$ cat src/rtl/power_switch_link_params.svh
/*
 * Constants of the power switch serial link: frame sizes, divider widths,
 * filter depth and the largest upstream divider code.
 * Assumes inclusion by bare name from the package and the design file.
 */
`ifndef POWER_SWITCH_LINK_PARAMS_SVH
`define POWER_SWITCH_LINK_PARAMS_SVH

// Downstream output lines: clock, data, six selects
`define DS_LINES          8
`define DS_SELECTS        6
// Data frame payload width and alternate bus width
`define DS_DATA_BITS      32
`define DS_ALT_BITS       16
// Command frame payload width
`define DS_CMD_BITS       16
// Fractional divider accumulator width (step/1024)
`define FRAC_BITS         10
`define FRAC_FULL         11'h400
// Upstream frame lengths
`define US_LONG_BITS      16
`define US_SHORT_BITS     12
// Spike filter: line must agree this many samples
`define SPIKE_DEPTH       3
// Smallest oversampling divider exponent (divide by 8)
`define US_DIV_MIN_EXP    3
`define US_DIV_MAX_CODE   3'h6

`endif

$ cat src/rtl/power_switch_link_pkg.sv
/*
 * Types of the power switch serial link.
 * Assumes the constants header is on the include path.
 */
`include "power_switch_link_params.svh"

package power_switch_link_pkg;

    // Downstream frame kinds
    typedef enum logic [1:0] {
        FRAME_PASSIVE = 2'b00,
        FRAME_DATA    = 2'b01,
        FRAME_CMD     = 2'b10
    } frame_kind_type;

    // Frame start trigger modes
    typedef enum logic [1:0] {
        START_SOFT  = 2'b00,
        START_TIMER = 2'b01,
        START_FREE  = 2'b10
    } start_mode_type;

    // Downstream sequencer states
    typedef enum logic [1:0] {
        DS_IDLE  = 2'b00,
        DS_LOW   = 2'b01,
        DS_HIGH  = 2'b10
    } ds_state_type;

    // Upstream receiver states
    typedef enum logic [1:0] {
        US_IDLE  = 2'b00,
        US_START = 2'b01,
        US_BITS  = 2'b10,
        US_STOP  = 2'b11
    } us_state_type;

endpackage : power_switch_link_pkg

$ cat src/rtl/power_switch_link.sv
/* Power switch serial link: downstream transmitter with selects, upstream
 * receiver with input mux and spike filter, fractional clock divider.
 * Assumes synchronous inputs on ref_clk; interrupt routing is outside. */
// Notes on behaviour
// - Fast synchronous downstream, slow asynchronous upstream channel.
// - Downstream uses eight lines: clock, data, selects.
// - Upstream input picked from eight by mux.
// - Each bit from registers or alternate buses.
// - Emergency stop forces chosen bits to preset values.
// - Service request pulses usable for interrupt or DMA.
// - Shift clock at most half module clock.
// - Module clock derived by fractional divider.
// - Command, data and passive frames supported.
// - Start by software, timer, or free-running.
// - Upstream frame length 16 or 12 bits.
// - Leading selection bit optional per configuration.
// - Chip selects show current transmission status.
// - Upstream baud is ref_clk over 8..512.
// - Asynchronous upstream frames checked for parity error.
// - Spike filter on upstream inputs before sampling.
`timescale 1ns/1ns
`default_nettype none
`include "power_switch_link_params.svh"
module power_switch_link
    import power_switch_link_pkg::*;
(
    // Clock and reset
    input  wire  logic                       ref_clk,
    input  wire  logic                       rst,
    // Divider and trigger configuration
    input  wire  logic [`FRAC_BITS-1:0]      frac_step,
    input  wire  logic [1:0]                 start_mode,
    input  wire  logic                       soft_start,
    input  wire  logic                       timer_event,
    input  wire  logic [1:0]                 frame_kind,
    input  wire  logic                       sel_bit_en,
    // Downstream data sources
    input  wire  logic [`DS_DATA_BITS-1:0]   data_reg,
    input  wire  logic [`DS_CMD_BITS-1:0]    cmd_reg,
    input  wire  logic [`DS_DATA_BITS-1:0]   alt_select,
    input  wire  logic [`DS_ALT_BITS-1:0]    alt_source_low,
    input  wire  logic [`DS_ALT_BITS-1:0]    alt_source_high,
    // Emergency stop
    input  wire  logic                       emergency_stop,
    input  wire  logic [`DS_DATA_BITS-1:0]   estop_mask,
    input  wire  logic [`DS_DATA_BITS-1:0]   estop_value,
    // Upstream configuration and lines
    input  wire  logic [7:0]                 upstream_serial_inputs,
    input  wire  logic [2:0]                 us_input_sel,
    input  wire  logic [2:0]                 us_div_code,
    input  wire  logic                       us_short_frame,
    input  wire  logic                       us_odd_parity,
    // Downstream pins
    output var   logic                       downstream_shift_clock,
    output var   logic                       ds_data,
    output var   logic [`DS_SELECTS-1:0]     ds_select,
    // Status and service requests
    output var   logic                       ds_busy,
    output var   logic                       ds_done_req,
    output var   logic [`US_LONG_BITS-1:0]   us_data,
    output var   logic                       us_rx_req,
    output var   logic                       us_parity_err
);
    localparam int FRAME_BITS = `DS_DATA_BITS + 1;
    // Bit source pick: alternate bus or register
    function automatic logic [`DS_DATA_BITS-1:0] pick_src(
        input logic [`DS_DATA_BITS-1:0] regv, altv, sel);
        pick_src = (altv & sel) | (regv & ~sel);
    endfunction : pick_src
    // Fractional divider state
    logic [`FRAC_BITS:0]       acc_r, acc_nxt;        // Phase accumulator
    logic                      tick_r, tick_nxt;      // Module clock tick
    // Fractional divider: tick on accumulator overflow
    always_comb begin
        logic [`FRAC_BITS:0] sum;
        sum      = acc_r + {1'b0, frac_step};
        tick_nxt = 1'b0;
        acc_nxt  = sum;
        if (sum >= `FRAC_FULL) begin
            tick_nxt = 1'b1;
            acc_nxt  = sum - `FRAC_FULL;
        end
    end
    always_ff @(posedge ref_clk or posedge rst) begin
        if (rst) begin
            acc_r  <= '0;
            tick_r <= 1'b0;
        end else begin
            acc_r  <= acc_nxt;
            tick_r <= tick_nxt;
        end
    end
    // Downstream sequencer state
    ds_state_type              ds_st_r, ds_st_nxt;
    logic [FRAME_BITS-1:0]     shreg_r, shreg_nxt;     // Outgoing bits
    logic [5:0]                cnt_r, cnt_nxt;         // Bits remaining
    logic                      clk_r, clk_nxt;
    logic                      dat_r, dat_nxt;
    logic [`DS_SELECTS-1:0]    sel_r, sel_nxt;
    logic                      done_r, done_nxt;
    logic                      busy_r, busy_nxt;
    logic                      start_req;              // Start condition
    logic [`DS_DATA_BITS-1:0]  payload;                // Assembled data
    logic [`DS_DATA_BITS-1:0]  alt_word;
    assign alt_word = {alt_source_high, alt_source_low};
    // Start trigger and frame payload assembly
    always_comb begin
        unique case (start_mode_type'(start_mode))
            START_SOFT:  start_req = soft_start;
            START_TIMER: start_req = timer_event;
            START_FREE:  start_req = 1'b1;
            default:     start_req = 1'b0;             // Reserved code
        endcase
        // Register or alternate source per bit
        payload = pick_src(data_reg, alt_word, alt_select);
        // Emergency stop overrides chosen bits
        if (emergency_stop) begin
            payload = (payload & ~estop_mask) | (estop_value & estop_mask);
        end
    end
    // Downstream next state: low half then high half of each bit
    always_comb begin
        ds_st_nxt = ds_st_r;
        shreg_nxt = shreg_r;
        cnt_nxt   = cnt_r;
        clk_nxt   = clk_r;
        dat_nxt   = dat_r;
        sel_nxt   = sel_r;
        done_nxt  = 1'b0;
        busy_nxt  = busy_r;
        unique case (ds_st_r)
            DS_IDLE: begin
                clk_nxt = 1'b0;
                sel_nxt = '0;
                if (start_req && tick_r) begin
                    busy_nxt = 1'b1;
                    ds_st_nxt = DS_LOW;
                    // Frame kind sets content and select line
                    unique case (frame_kind_type'(frame_kind))
                        FRAME_CMD: begin
                            shreg_nxt = {1'b1, cmd_reg, 16'h0000};
                            cnt_nxt   = 6'(`DS_CMD_BITS);
                            sel_nxt   = 6'h02;
                        end
                        FRAME_DATA: begin
                            shreg_nxt = {1'b0, payload};
                            cnt_nxt   = 6'(`DS_DATA_BITS);
                            sel_nxt   = 6'h01;
                        end
                        default: begin                 // Passive frame
                            shreg_nxt = '0;
                            cnt_nxt   = 6'(`DS_DATA_BITS);
                        end
                    endcase
                    // Selection bit leads the frame when enabled
                    if (sel_bit_en) begin
                        cnt_nxt = cnt_nxt + 6'h01;
                    end else begin
                        shreg_nxt = {shreg_nxt[FRAME_BITS-2:0], 1'b0};
                    end
                    dat_nxt = shreg_nxt[FRAME_BITS-1];
                end
            end
            DS_LOW: begin
                // Rising edge at least one tick later: half rate max
                if (tick_r) begin
                    clk_nxt   = 1'b1;
                    ds_st_nxt = DS_HIGH;
                end
            end
            DS_HIGH: begin
                if (tick_r) begin
                    clk_nxt   = 1'b0;
                    shreg_nxt = {shreg_r[FRAME_BITS-2:0], 1'b0};
                    cnt_nxt   = cnt_r - 6'h01;
                    dat_nxt   = shreg_r[FRAME_BITS-2];
                    ds_st_nxt = DS_LOW;
                    if (cnt_r == 6'h01) begin
                        ds_st_nxt = DS_IDLE;
                        sel_nxt   = '0;
                        dat_nxt   = 1'b0;
                        busy_nxt  = 1'b0;
                        done_nxt  = 1'b1;
                    end
                end
            end
            default: ds_st_nxt = DS_IDLE;
        endcase
    end
    always_ff @(posedge ref_clk or posedge rst) begin
        if (rst) begin
            ds_st_r <= DS_IDLE;
            shreg_r <= '0;
            cnt_r   <= '0;
            clk_r   <= 1'b0;
            dat_r   <= 1'b0;
            sel_r   <= '0;
            done_r  <= 1'b0;
            busy_r  <= 1'b0;
        end else begin
            ds_st_r <= ds_st_nxt;
            shreg_r <= shreg_nxt;
            cnt_r   <= cnt_nxt;
            clk_r   <= clk_nxt;
            dat_r   <= dat_nxt;
            sel_r   <= sel_nxt;
            done_r  <= done_nxt;
            busy_r  <= busy_nxt;
        end
    end
    // Eight downstream lines: clock, data, six selects
    assign downstream_shift_clock = clk_r;
    assign ds_data     = dat_r;
    assign ds_select   = sel_r;
    assign ds_busy     = busy_r;
    assign ds_done_req = done_r;
    // Upstream front end state
    logic [`SPIKE_DEPTH-1:0]   hist_r, hist_nxt;      // Recent samples
    logic                      line_r, line_nxt;      // Filtered line
    logic [8:0]                pre_r, pre_nxt;        // Oversample counter
    logic                      os_r, os_nxt;          // Oversample strobe
    logic [8:0]                pre_lim;
    // Strobe every 1 << code cycles, 8 per bit: code 0..6 gives 8..512
    always_comb begin
        pre_lim = (us_div_code <= `US_DIV_MAX_CODE) ?
                  9'((10'h008 << us_div_code) >> 3) - 9'h001 : 9'h000;
        // Strobe and restart when the count reaches the limit
        os_nxt  = (pre_r >= pre_lim);
        pre_nxt = os_nxt ? 9'h000 : pre_r + 9'h001;
        // Mux then filter: change only on agreeing samples
        hist_nxt = {hist_r[`SPIKE_DEPTH-2:0],
                    upstream_serial_inputs[us_input_sel]};
        // Hold the line unless all samples agree
        line_nxt = (&hist_r) | (line_r & (|hist_r));
    end
    always_ff @(posedge ref_clk or posedge rst) begin
        if (rst) begin
            hist_r <= '1;
            line_r <= 1'b1;
            pre_r  <= '0;
            os_r   <= 1'b0;
        end else begin
            hist_r <= hist_nxt;
            line_r <= line_nxt;
            pre_r  <= pre_nxt;
            os_r   <= os_nxt;
        end
    end
    // Upstream receiver state
    us_state_type              us_st_r, us_st_nxt;
    logic [2:0]                ph_r, ph_nxt;           // Phase of 8
    logic [4:0]                bit_r, bit_nxt;
    logic [`US_LONG_BITS-1:0]  sh_r, sh_nxt;
    logic                      par_r, par_nxt;
    logic [`US_LONG_BITS-1:0]  dout_r, dout_nxt;
    logic                      rxq_r, rxq_nxt;
    logic                      perr_r, perr_nxt;
    logic [4:0]                nbits;
    // Receiver: 8 samples per bit, centre at phase 3
    always_comb begin
        nbits     = us_short_frame ? 5'(`US_SHORT_BITS) : 5'(`US_LONG_BITS);
        us_st_nxt = us_st_r;
        ph_nxt    = ph_r;
        bit_nxt   = bit_r;
        sh_nxt    = sh_r;
        par_nxt   = par_r;
        dout_nxt  = dout_r;
        rxq_nxt   = 1'b0;
        perr_nxt  = 1'b0;
        if (os_r) begin
            ph_nxt = ph_r + 3'h1;
            unique case (us_st_r)
                US_IDLE: begin
                    ph_nxt = 3'h0;
                    if (!line_r) begin
                        us_st_nxt = US_START;
                    end
                end
                US_START: begin
                    if (ph_r == 3'h3) begin
                        us_st_nxt = line_r ? US_IDLE : US_BITS;
                        bit_nxt   = '0;
                        par_nxt   = us_odd_parity;
                        ph_nxt    = 3'h4;
                    end
                end
                US_BITS: begin
                    if (ph_r == 3'h3) begin
                        par_nxt = par_r ^ line_r;
                        bit_nxt = bit_r + 5'h01;
                        if (bit_r == nbits) begin
                            us_st_nxt = US_STOP;
                        end else begin                 // LSB first
                            sh_nxt = {line_r, sh_r[`US_LONG_BITS-1:1]};
                        end
                    end
                end
                US_STOP: begin
                    if (ph_r == 3'h3) begin
                        us_st_nxt = US_IDLE;
                        dout_nxt  = us_short_frame ? 16'(sh_r >> 4) : sh_r;
                        rxq_nxt   = 1'b1;
                        perr_nxt  = par_r | ~line_r;
                    end
                end
                default: us_st_nxt = US_IDLE;
            endcase
        end
    end
    always_ff @(posedge ref_clk or posedge rst) begin
        if (rst) begin
            us_st_r <= US_IDLE;
            ph_r    <= '0;
            bit_r   <= '0;
            sh_r    <= '0;
            par_r   <= 1'b0;
            dout_r  <= '0;
            rxq_r   <= 1'b0;
            perr_r  <= 1'b0;
        end else begin
            us_st_r <= us_st_nxt;
            ph_r    <= ph_nxt;
            bit_r   <= bit_nxt;
            sh_r    <= sh_nxt;
            par_r   <= par_nxt;
            dout_r  <= dout_nxt;
            rxq_r   <= rxq_nxt;
            perr_r  <= perr_nxt;
        end
    end
    assign us_data       = dout_r;
    assign us_rx_req     = rxq_r;
    assign us_parity_err = perr_r;
endmodule : power_switch_link
`default_nettype wire

$ cat config.mk
export PLATFORM = sky130hd
export DESIGN_NAME = power_switch_link
export DESIGN_NICKNAME = d
export VERILOG_FILES = /design/src/rtl/power_switch_link_pkg.sv /design/src/rtl/power_switch_link.sv
export VERILOG_INCLUDE_DIRS = /design/src /design/src/rtl
export SDC_FILE = /design/constraint.sdc
export NUM_CORES = 1
export LEC_CHECK = 0
export BUFFER_PORTS_ARGS = -buffer_cell sky130_fd_sc_hd__buf_2
export CAP_MARGIN = 20
export CORE_ASPECT_RATIO = 0.6
export CORE_MARGIN = 4
export CORE_UTILIZATION = 57
export CTS_BUF_LIST = sky130_fd_sc_hd__clkbuf_4
export CTS_CLUSTER_DIAMETER = 40
export DETAILED_ROUTE_END_ITERATION = 8
export PLACE_DENSITY_LB_ADDON = 0.12
export SYNTH_ARGS = -nofsm -noshare
export SYNTH_HDL_FRONTEND = slang
export SYNTH_SLANG_ARGS = --single-unit
$ cat constraint.sdc
create_clock -name ref_clk -period 6 [get_ports ref_clk]
set_input_delay 0.6 -clock ref_clk [delete_from_list [all_inputs] [get_ports ref_clk]]
set_output_delay 0.6 -clock ref_clk [all_outputs]
set_load 0.05 [all_outputs]
==> reports/summary.md, run 1 <==
* 41.1% — part of the power in combinational logic
* 19.7% — clock group share of total power
* 36.42% — layout cell share with drive strength beyond 1
* 18360 um — drt total wl
* 0.8319 — gpl congestion
* 0 — number of buffers inserted by hold repair at cts
* 3.79 ns — flop2flop setup slack
* 4 — cell depth of the worst flop-to-flop path
* 6.40 ns — Critical Path RT
* 6604 — via total after detailed routing
* 0 — final number of hold-violating endpoints
* 0.0002634 V — worst-case vdd ir drop
* sky130_fd_sc_hd__clkbuf_4 — Clk Tree Root Cell
* 3158 uW — overall power of the completed layout
* 1825 uW — design internal power
* yes — CTS tree
* 427.6 MHz — Max Fclk
* 100.0% — ys async rst share
* 2 — maximum clock insertion buffer count
* 21.01% — post-synthesis to final-layout area growth
* 2.338 ns — final period demand of the worst path
* 15.84 um — Routed wire per std cell
* 30230 um — global-route wire length before repair
* 0 — number of gates resized after CTS
* 0 ns — setup TNS after final layout
* 762 — Cells after Synth
* in -> async — class of the tightest hold or removal check
* 2.74 ns — Worst EP arrival
* 24.92% — global-route usage over all layers
* 69 — count of unique library cells instantiated by Yosys
* 0 — remaining design rule violation count
* 353.6 nW/um^2 — total power per unit cell area
* 1.008 ns — pin slew with the least headroom to its limit
* 38.97% — share of the cycle needed by the critical path after routing
* 0 — YS warnings
* 235 — port buffer count
* 7380 um^2 — Mapped Area
* 0 — Remaining Overflow, GRT
* 96.14 um — Vert. Die Dim
* shreg_r[17]$_DFFE_PP0P_ — reg2reg end
* 0 — Slew Viols, Final
* 12370 um^2 — core region area
* 0.12 ns — clock-pin transition on the worst setup and hold timing paths
* 9.684 um^2 — Avg Synthesized Cell Area
* 117 — Yosys reg bits
* 6 — number of optimization iterations in the first detailed-route pass
* 31 — number of placement rows
* false — RSZ-0062 raised after global routing
* 5.698 — Avg Vias per Cell
* 4 — CTS H-tree depth
* 1333 uW — net switching power
* 0 — count of nets left with antenna violations after detail routing
* 0.49 ns — clock network latency to the later pin of the worst-skew pair
* 39.74% — part of the Yosys area used for sequential elements
* 240 — I/O pin count
* 117 — clock sink count
* in -> reg — path type of the worst setup path
* 154.9 um — Chip Width
* 59.64% — Initial Util
* input pin — startpoint type of the worst setup path
* 1003 — count of fill cells added during filler insertion
* 0 — initial antenna violation count
* 14890 um^2 — Die Outline Area
* 0 — # setup viols final
* completed — outcome
* 0 — buffers inserted during post-CTS setup optimization
* 1124 — Post-Place Cells
* flip-flop — kind of capture point of the worst setup path
* 33 — maximum fanout along the worst path
* 42.22% — sw frac
* sky130_fd_sc_hd__dfrtp_1 — top flip-flop cell by instance count after synthesis
* 1159 — post-route non-filler standard cell count
* ds_st_r[0]$_DFFE_PP0P_ — startpoint of the worst-slack reg-to-reg timing path
* 65 — maximum number of pins on one net before global-route repair
* 17 — clock buffer count from CTS
* 523 — Iter 0 DRT Violations
* 0.02260 ns — clock skew after layout
* 0 — Post-synth EDFFs
* 0 — total of max-cap violations
* 39.1% — register share of total power
* 13920 um — half-perimeter wire length after detailed placement
* 1222 — net count of the finished layout
* 32.78% — relative slew slack
* 6261 — vias in the first global route
* 0.004358 uW — reported leakage power
* 0 — count of inserted antenna diode cells
## power groups by stage
stage / sequential [uW] / combinational (uW) / clock [uW]
3_3_place_gp: 1240 / 1260 / 0
5_1_grt: 1270 / 1450 / 680
6_report: 1240 / 1300 / 623
3_5_place_dp: 1240 / 1280 / 0
2_1_floorplan: 1380 / 806 / 0
4_1_cts: 1230 / 1280 / 639
## critical path, cell delays in order
cell,delay [ns]
sky130_fd_sc_hd__buf_2,0.10
sky130_fd_sc_hd__inv_1,0.07
sky130_fd_sc_hd__ha_1,0.82
sky130_fd_sc_hd__nand2b_1,0.23
sky130_fd_sc_hd__or4_4,0.68
sky130_fd_sc_hd__o211ai_1,0.22
## through the flow
stage	utilization [%]	hold WS (ns)	instance area, um^2	setup WS (ns)
after CTS	71.81	0.1663	8885	3.495
after global routing	72.17	0.1853	8930	3.458
final	72.17	0.1734	8930	3.662
after global placement	69.28	0.3547	8572	3.292
after floorplan	-	0.3540	7398	2.306
after detailed placement	69.28	0.3618	8572	3.194
## metal layers
| layer | track usage (%) | share of wire (%) |
|---|---|---|
| met5 | 0 | 0 |
| met1 | 36.48 | 47 |
| met2 | 38.62 | 46 |
| met4 | 5.511 | 0.70 |
| met3 | 4.942 | 6.5 |
## cell type report
class | instances | area (um^2) | area share, %
multi-input cells | 585 | 4164 | 46.63
flip-flops and latches | 117 | 2933 | 32.84
repair buffers | 240 | 1236 | 13.84
well taps | 165 | 206.4 | 2.312
clock inverters | 14 | 177.7 | 1.990
clock buffers | 18 | 135.1 | 1.513
inverters | 20 | 77.57 | 0.8687
## state kept, by name, indices dropped and copies added, names as in the netlist, named ones only
| register | count |
|---|---|
| shreg_r | 32 |
| sh_r | 16 |
| us_data | 16 |
| acc_r | 11 |
| pre_r | 9 |
| cnt_r | 6 |
| bit_r | 5 |
| hist_r | 3 |
| ph_r | 3 |
| ds_select | 2 |
| ds_st_r | 2 |
| downstream_shift_clock | 1 |
| ds_busy | 1 |
| ds_data | 1 |
| ds_done_req | 1 |
| line_r | 1 |
| os_r | 1 |
| par_r | 1 |
| tick_r | 1 |
| us_parity_err | 1 |
| us_rx_req | 1 |
| us_st_r | 1 |
## worst max-delay path by stage
stage	start	end	slack, ns	cells after the start
CTS	ph_r[0]$_DFFE_PP0P_	us_data[13]$_DFFE_PP0P_	3.50	5
detailed placement	frame_kind[1]	shreg_r[11]$_DFFE_PP0P_	3.19	6
global route	frame_kind[1]	shreg_r[13]$_DFFE_PP0P_	3.46	6
floorplan	rst	asynchronous set/reset pin	2.31	1
finish	frame_kind[1]	shreg_r[13]$_DFFE_PP0P_	3.66	6
global placement	frame_kind[1]	shreg_r[11]$_DFFE_PP0P_	3.29	6
## cell families after synthesis
| group | Yosys count | share of synthesized area, % |
|---|---|---|
| fa+ha+maj | 29 | 5.019 |
| flops | 117 | 39.74 |
| compound gates | 191 | 18.14 |
| simple gates | 243 | 16.24 |
| other cells | 2 | 0.1018 |
| xor+xnor | 16 | 1.899 |
| buf+inv | 65 | 4.273 |
| mux | 99 | 14.58 |
## cells in the final DEF (no fill, tap or decap), types with 10 or more instances in the layout
master                     count
sky130_fd_sc_hd__a21bo_2      13
sky130_fd_sc_hd__a21oi_1      27
sky130_fd_sc_hd__a31oi_1      10
sky130_fd_sc_hd__buf_2       235
sky130_fd_sc_hd__clkbuf_4     18
sky130_fd_sc_hd__dfrtp_1     113
sky130_fd_sc_hd__ha_1         28
sky130_fd_sc_hd__inv_1        19
sky130_fd_sc_hd__mux2_2       48
sky130_fd_sc_hd__mux2i_1      49
sky130_fd_sc_hd__nand2_1      91
sky130_fd_sc_hd__nand2b_1     11
sky130_fd_sc_hd__nand3_1      40
sky130_fd_sc_hd__nand4_1      16
sky130_fd_sc_hd__nor2_1       27
sky130_fd_sc_hd__nor3_1       13
sky130_fd_sc_hd__o211ai_1     23
sky130_fd_sc_hd__o211ai_2     10
sky130_fd_sc_hd__o21ai_0      54
sky130_fd_sc_hd__xor2_1       10
## cells in the mapped netlist (7+ instances only)
cell / n / share of area, %
sky130_fd_sc_hd__a21oi_1: 27 / 1.8
sky130_fd_sc_hd__nand4_1: 16 / 1.4
sky130_fd_sc_hd__a21bo_2: 13 / 1.8
sky130_fd_sc_hd__nand2b_1: 11 / 0.93
sky130_fd_sc_hd__nor3_1: 13 / 0.88
sky130_fd_sc_hd__nand2_1: 91 / 4.6
sky130_fd_sc_hd__nor2b_1: 8 / 0.68
sky130_fd_sc_hd__mux2i_1: 49 / 6.6
sky130_fd_sc_hd__mux2_2: 48 / 7.3
sky130_fd_sc_hd__nand3_1: 40 / 2.7
sky130_fd_sc_hd__a22oi_1: 8 / 0.81
sky130_fd_sc_hd__clkbuf_1: 19 / 0.97
sky130_fd_sc_hd__dfrtp_1: 113 / 38
sky130_fd_sc_hd__o211ai_1: 23 / 2.3
sky130_fd_sc_hd__a21o_1: 7 / 0.71
sky130_fd_sc_hd__o211ai_2: 10 / 1.7
sky130_fd_sc_hd__a31oi_1: 10 / 0.85
sky130_fd_sc_hd__o21ai_0: 54 / 3.7
sky130_fd_sc_hd__inv_1: 20 / 1.0
sky130_fd_sc_hd__buf_2: 14 / 0.95
sky130_fd_sc_hd__nor2_1: 27 / 1.4
sky130_fd_sc_hd__ha_1: 28 / 4.7
sky130_fd_sc_hd__xor2_1: 10 / 1.2
(Power assumes the default switching activity.)
==> inputs of run 2 (changes only) <==
CORE_UTILIZATION = 53   (was 57)
clock period = 2.3 ns   (was 6 ns; I/O delays follow)
==> run 2 against run 1 <==
Design area grew 1.6%. Non-clock buffer count rose by 18. Worst setup slack lost 3.5 ns. Sequential power grew 150%. Flip-flop and latch count unchanged. Critical endpoint is now acc_r[8]$_DFF_PP0_. Largest cell class unchanged.
==> reports/summary.md, run 2 (synthesis gave the netlist of run 1 again) <==
* completed — outcome
* 4164 um^2 — total area of multi-input combinational cells, unchanged
* 1240 — net count of the finished layout, +1.5%
* 0 — count of nets left with antenna violations after detail routing, unchanged
* 0.2974 ns — dpl ws, -2.896 ns
* 4 — CTS H-tree depth, unchanged
* 37.06% — layout cell share with drive strength beyond 1, +0.64 points
* 8726 um^2 — placed instance area, +1.8%
* 53.30% — relative slew slack, +21 points
* 13630 um^2 — core region area, +10%
* 9075 um^2 — finished layout cell area, +1.6%
* acc_r[8]$_DFF_PP0_ — endpoint of the most critical setup path
* 30850 um — global-route wire length before repair, +2.1%
* 0.02449 ns — clock skew after layout, +0.001897 ns
* yes — CTS tree
* 0.24 ns — flop2flop setup slack, -3.55 ns
* input pin — startpoint type of the worst setup path
* sky130_fd_sc_hd__clkbuf_4 — Clk Tree Root Cell
* flip-flop — kind of capture point of the worst setup path
* 17 — clock buffer count from CTS, unchanged
* 0 — initial antenna violation count, unchanged
* acc_r[8]$_DFF_PP0_ — reg2reg end
* 0.52 ns — clock network latency to the later pin of the worst-skew pair, +0.03 ns
* 0 — Remaining Overflow, GRT, unchanged
* 0 — total of max-cap violations, unchanged
* 2.72 ns — Critical Path RT, -3.68 ns
* 1151 — Post-Place Cells, +2.4%
* 0 — # setup viols final, unchanged
* 3 — maximum fanout along the worst path, -91%
* 2933 um^2 — area taken by flip-flops and latches, unchanged
* 23.51% — global-route usage over all layers, -1.4 points
* 66.60% — Layout Utilization, -5.6 points
* 91.54% — share of the cycle needed by the critical path after routing
* 15.92 um — Routed wire per std cell, +0.52%
* 118 — maximum number of pins on one net before global-route repair, +82%
* 913.9 nW/um^2 — total power per unit cell area, +160%
* 6326 — vias in the first global route, +1.0%
* in -> reg — class of the tightest hold or removal check
* 5.591 — Avg Vias per Cell, -1.9%
* acc_r[0]$_DFF_PP0_ — startpoint of the worst-slack reg-to-reg timing path
* 15940 um^2 — Die Outline Area, +7.0%
* sky130_fd_sc_hd__buf_2 (235), sky130_fd_sc_hd__dfrtp_1 (113), sky130_fd_sc_hd__nand2_1 (91), sky130_fd_sc_hd__o21ai_0 (54), sky130_fd_sc_hd__mux2i_1 (49) — leading cell types in the layout, fill and taps excluded
* 54.16% — Initial Util, -5.5 points
* 0.8673 — gpl congestion, +4.3%
* sky130_fd_sc_hd__buf_2 — most common cell after layout, fill and taps aside
* 0 — Slew Viols, Final, unchanged
* 0 — count of inserted antenna diode cells, unchanged
* 2.105 ns — final period demand of the worst path
* 0 — buffers inserted during post-CTS setup optimization, unchanged
* 235 — port buffer count, unchanged
* 456 — Iter 0 DRT Violations, -13%
* 0.12 ns — clock-pin transition on the worst setup and hold timing paths, about the same
* shreg_r — Largest Register
* 0.004433 uW — reported leakage power, +1.7%
* false — RSZ-0062 raised after global routing
* 14470 um — half-perimeter wire length after detailed placement, +3.9%
* 6 — cell depth of the worst flop-to-flop path, +2
* 1187 — post-route non-filler standard cell count, +2.4%
* 33 — number of placement rows, +6.5%
* 0.1946 ns — post-route worst setup slack, -3.467 ns
* 22.97% — post-synthesis to final-layout area growth
* 5 — number of optimization iterations in the first detailed-route pass, -1
* 240 — I/O pin count, unchanged
* 1119 — count of fill cells added during filler insertion, +12%
* 0.6959 ns — pin slew with the least headroom to its limit, -0.3125 ns
* in -> reg — path type of the worst setup path
* 0 — remaining design rule violation count, unchanged
* 2.53 ns — Worst EP arrival, -0.21 ns
* 0 — final number of hold-violating endpoints, unchanged
* 32 — max FFs per register, unchanged
* 0 ns — setup TNS after final layout, unchanged
* frac_step[0] — source of the critical timing path
* 6636 — via total after detailed routing, +0.48%
* 2 — maximum clock insertion buffer count, unchanged
* 117 — clock sink count, unchanged
* 160.3 um — Chip Width, +3.5%
* 99.40 um — Vert. Die Dim, +3.4%
* 18900 um — drt total wl, +3.0%
* 0.0005327 V — worst-case vdd ir drop, +100%
* 475.0 MHz — Max Fclk
-- run 2: worst min path at each step --
stage,start,to,cells after the start
global route,frac_step[2],acc_r[2]$_DFF_PP0_,3
detailed placement,hist_r[1]$_DFF_PP1_,hist_r[2]$_DFF_PP1_,0
finish,estop_value[0],shreg_r[0]$_DFFE_PP0P_,3
global placement,hist_r[1]$_DFF_PP1_,hist_r[2]$_DFF_PP1_,0
CTS,frac_step[2],acc_r[2]$_DFF_PP0_,3
floorplan,hist_r[1]$_DFF_PP1_,hist_r[2]$_DFF_PP1_,0
-- run 2: report_power, final --
| group | internal, uW | leakage (uW) | switching, uW | total [uW] |
|---|---|---|---|---|
| clock network | 762 | 0.000164 | 854 | 1620 |
| logic | 1340 | 0.00281 | 2250 | 3600 |
| registers | 2680 | 0.00146 | 400 | 3080 |
-- run 2: critical path, stage by stage --
cell and delay, ns:
sky130_fd_sc_hd__dlygate4sd3_1 0.57, sky130_fd_sc_hd__buf_2 0.13, sky130_fd_sc_hd__ha_1 0.22, sky130_fd_sc_hd__fa_1 0.43, sky130_fd_sc_hd__a211oi_1 0.37, sky130_fd_sc_hd__o21ai_0 0.20
sky130_fd_sc_hd__a21oi_1 0.22, sky130_fd_sc_hd__xnor2_1 0.16
-- run 2: through the flow --
stage / hold slack (ns) / total power (uW)
6_report: 0.1152 / 8294
5_1_grt: 0.07787 / 8906
4_1_cts: 0.07113 / 8327
3_5_place_dp: 0.3609 / 6688
3_3_place_gp: 0.3581 / 6615
2_1_floorplan: 0.3540 / 5702
-- run 2: cell type report --
class / count / share of cell area, %
inverters: 20 / 0.8686
well taps: 175 / 2.413
flip-flops and latches: 117 / 32.32
multi-input cells: 585 / 45.88
clock buffers: 17 / 1.406
clock inverters: 15 / 1.999
repair buffers: 258 / 15.11
-- run 2: what timing repair did --
item / in CTS / in global routing
gates resized for setup: 0 / 0
hold buffers: 4 / 0
endpoints found under the hold margin: 116 / 0
-- run 2: routing by layer --
metal  GRT usage (%)  vias to the layer above  wire length (um)
met1           33.46                     3152              8994
met2           37.11                      202              8688
met5               0                        -                 0
met3           5.052                       10              1082
met4           5.882                        0               131
li1                -                     3272                 -
==> inputs of run 3 (changes only) <==
ABC_AREA = 1   (was not set)
SLEW_MARGIN = 25   (was not set)
==> run 3 against run 2 <==
Flip-flop and latch count did not move. Critical path type is now reg -> reg. Fmax increased by 10%. Register-to-register slack gained 0.15 ns. Global-route usage decreased by 0.26 points.
==> reports/summary.md, run 3 <==
* shreg_r[11]$_DFFE_PP0P_ — reg2reg end
* 99.94 um — Vert. Die Dim, +0.54%
* 13710 um^2 — core region area, +0.61%
* 1068 — Cells after Synth, +40%
* 522.6 MHz — Max Fclk, +10%
* 2.36 ns — Worst EP arrival, -0.17 ns
* 21.70% — post-synthesis to final-layout area growth
* 0.08612 ns — Hold Slack, -0.02904 ns
* 0 — count of nets left with antenna violations after detail routing, unchanged
* 2 — maximum clock insertion buffer count, unchanged
* 118 — maximum number of pins on one net before global-route repair, unchanged
* 18750 um — drt total wl, -0.81%
* sky130_fd_sc_hd__nand2_1 (351), sky130_fd_sc_hd__nor2_1 (146), sky130_fd_sc_hd__dfrtp_1 (113), sky130_fd_sc_hd__nand3_1 (109), sky130_fd_sc_hd__inv_1 (105) — most numerous cell types in the synthesized netlist
* 235 — port buffer count, unchanged
* 16110 um^2 — Die Outline Area, +1.1%
* 39.28% — part of the Yosys area used for sequential elements, -0.47 points
* simple AND/OR/NAND/NOR gates — Largest delay share family, worst path
* 1472 — Post-Place Cells, +28%
* 930.8 nW/um^2 — total power per unit cell area, +1.8%
* sky130_fd_sc_hd__dfrtp_1 — leading area contributor after synthesis
* 240 — I/O pin count, unchanged
* frac_step[9] — launch point of the worst hold path
* 0.2694 ns — dpl ws, -0.02796 ns
* 2.74 ns — Critical Path RT, +0.02 ns
* sky130_fd_sc_hd__dfrtp_1 — top flip-flop cell by instance count after synthesis
* 12.41 um — Routed wire per std cell, -22%
* 6894 — vias in the first global route, +9.0%
* 1.914 ns — final period demand of the worst path, -0.1918 ns
* 7 — cell depth of the worst flop-to-flop path, +1
* sky130_fd_sc_hd__nand2_1 — most repeated cell in the gate-level netlist after synthesis
* 7521 — via total after detailed routing, +13%
* 83.20% — share of the cycle needed by the critical path after routing, -8.3 points
* 5 — number of optimization iterations in the first detailed-route pass, unchanged
* 14280 um — half-perimeter wire length after detailed placement, -1.3%
* 22.76% — layout cell share with drive strength beyond 1, -14 points
* 409 — Iter 0 DRT Violations, -10%
* flip-flop — startpoint type of the worst setup path
* 0 — remaining design rule violation count, unchanged
* 17 — clock buffer count from CTS, unchanged
* 117 — clock sink count, unchanged
* 31260 um — global-route wire length before repair, +1.3%
* 4.981 — Avg Vias per Cell, -11%
* ds_st_r[1]$_DFFE_PP0P_ — source of the critical timing path
* 54.47% — Initial Util, +0.31 points
* 161.2 um — Chip Width, +0.56%
* 0 — count of inserted antenna diode cells, unchanged
* sky130_fd_sc_hd__nand2_1 — most common cell after layout, fill and taps aside
* 0.004935 uW — reported leakage power, +11%
* 117 — Yosys reg bits, unchanged
* 2 — Critical path buffers and inverters, unchanged
* 0 — YS warnings, unchanged
* 0 — initial antenna violation count, unchanged
* shreg_r[11]$_DFFE_PP0P_ — endpoint of the most critical setup path
* ds_st_r[1]$_DFFE_PP0P_ — startpoint of the worst-slack reg-to-reg timing path
* 100.0% — ys async rst share, unchanged
* 0.52 ns — clock network latency to the later pin of the worst-skew pair, about the same
* 7 — logic depth of the worst setup path including buffers, -1
* 0.6465 ns — pin slew with the least headroom to its limit, -0.04934 ns
* 6.992 um^2 — Avg Synthesized Cell Area, -28%
* 0 — Post-synth EDFFs, unchanged
* 0.8618 — gpl congestion, -0.63%
* 0 — # setup viols final, unchanged
* inv_2 > nor2_8 > nand2_4 > nand2_2 > buf_4 > nand2_1 > nand2_1 — ordered cell list for the critical path
* 37.87% — area share of the largest cell type after synthesis, -0.45 points
* 46 — count of unique library cells instantiated by Yosys, -33%
* 0 ns — setup TNS after final layout, unchanged
* in -> reg — class of the tightest hold or removal check
* sky130_fd_sc_hd__dfrtp_1 (38%), sky130_fd_sc_hd__nand2_1 (18%), sky130_fd_sc_hd__nor2_1 (7.3%) — cells taking the most area after synthesis
* yes — CTS tree
* sky130_fd_sc_hd__dfrtp_1 — crit path max-delay cell type
* false — RSZ-0062 raised after global routing
* 23.25% — global-route usage over all layers, -0.26 points
* 0 — total of max-cap violations, unchanged
* flip-flop — kind of capture point of the worst setup path
* 8459 uW — overall power of the completed layout, +2.0%
* 29 — maximum fanout along the worst path, +26
* 7467 um^2 — Mapped Area, +1.2%
* 0 — number of gates resized after CTS, unchanged
* 4 — CTS H-tree depth, unchanged
* sky130_fd_sc_hd__clkbuf_4 — Clk Tree Root Cell
* 0 — Slew Viols, Final, unchanged
* 56.90% — relative slew slack, +3.6 points
* 0.12 ns — clock-pin transition on the worst setup and hold timing paths, about the same
* sky130_fd_sc_hd__nand2_1 — most numerous cell on the critical path
* 0.3864 ns — post-route worst setup slack, +0.1918 ns
* 33 — number of placement rows, unchanged
* shreg_r — Largest Register
* reg -> reg — path type of the worst setup path
* 32 — max FFs per register, unchanged
* 0 — final number of hold-violating endpoints, unchanged
* 0.02435 ns — clock skew after layout, -0.0001462 ns
* 0.39 ns — flop2flop setup slack, +0.15 ns
* 1546 — net count of the finished layout, +25%
* 0.0007284 V — worst-case vdd ir drop, +37%
* 0.43 ns — delay of the slowest cell on the worst path, -0.14 ns
* sky130_fd_sc_hd__nand2_1 (351), sky130_fd_sc_hd__buf_2 (235), sky130_fd_sc_hd__nor2_1 (146), sky130_fd_sc_hd__dfrtp_1 (113), sky130_fd_sc_hd__nand3_1 (109) — leading cell types in the layout, fill and taps excluded
* completed — outcome
* 1510 — post-route non-filler standard cell count, +27%
* 0 — Remaining Overflow, GRT, unchanged
run 3: cell types whose count changed after synthesis, moves of 11 or more:
| cell | before | now |
|---|---|---|
| sky130_fd_sc_hd__a21bo_2 | 13 | 0 |
| sky130_fd_sc_hd__clkbuf_1 | 19 | 6 |
| sky130_fd_sc_hd__inv_1 | 20 | 105 |
| sky130_fd_sc_hd__mux2_2 | 48 | 0 |
| sky130_fd_sc_hd__mux2i_1 | 49 | 1 |
| sky130_fd_sc_hd__nand2_1 | 91 | 351 |
| sky130_fd_sc_hd__nand2b_1 | 11 | 0 |
| sky130_fd_sc_hd__nand3_1 | 40 | 109 |
| sky130_fd_sc_hd__nor2_1 | 27 | 146 |
| sky130_fd_sc_hd__o21ai_0 | 54 | 41 |
run 3: metal layers:
layer  up-vias  part of all wire (%)  track usage [%]
met3        15                   6.9            4.924
li1       3880                     -                -
met2       223                    42            36.11
met4         0                  0.82            4.456
met1      3403                    50            34.18
met5         -                     0                0
run 3: logic make-up (layout without fill, tap and decap cells):
logic type,count (synthesis),in the layout,share of synthesized area (%)
xor gates and xnor gates,18,18,2.111
DFF,117,117,39.28
AOI/OAI and AO/OA,115,115,9.300
adders and majority gates,29,29,4.960
buffers and inverters,148,393,8.596
muxes,1,1,0.1341
and+or+nand+nor,638,638,35.52
other,2,7,0.1006
run 3: how the worst min path moves through the flow:
stage          slack, ns                  end  depth (start not counted)
3_5_place_dp        0.36  hist_r[2]$_DFF_PP1_                          0
3_3_place_gp        0.36  hist_r[1]$_DFF_PP1_                          0
2_1_floorplan       0.30  hist_r[0]$_DFF_PP1_                          1
5_1_grt             0.06   acc_r[9]$_DFF_PP0_                          3
6_report            0.09   acc_r[9]$_DFF_PP0_                          3
4_1_cts             0.04   acc_r[9]$_DFF_PP0_                          3
run 3: cell type report:
type                            instances  area, um^2
Clock buffer                           17       127.6
Clock inverter                         15       142.6
Fill cell                            1257        4621
Inverter                              112       424.2
Multi-Input combinational cell        808        3911
Sequential cell                       117        2933
Tap cell                              192       240.2
Timing Repair Buffer                  249        1309
run 3: through the flow:
stage	cell area, um^2	util [%]
3_3_place_gp	8757	63.88
3_5_place_dp	8757	63.88
6_report	9087	66.29
4_1_cts	9087	66.29
2_1_floorplan	7490	-
5_1_grt	9087	66.29
run 3: tightest hold or removal path, delay by kind of cell:
kind | cells | cell delay [ns]
xor gates and xnor gates | 1 | 0.07
adders and majority gates | 1 | 0.18
buffers and inverters | 1 | 0.09
run 3: where the power goes:
group          switching, uW  total (uW)  internal, uW
combinational           2570        3840          1270
clock                    891        1450           560
sequential               417        3170          2750
run 3: what timing repair did:
| item | in CTS | in global routing |
|---|---|---|
| hold buffers | 6 | 0 |
| buffers inserted | 0 | 0 |
| hold endpoints to repair | 117 | 0 |
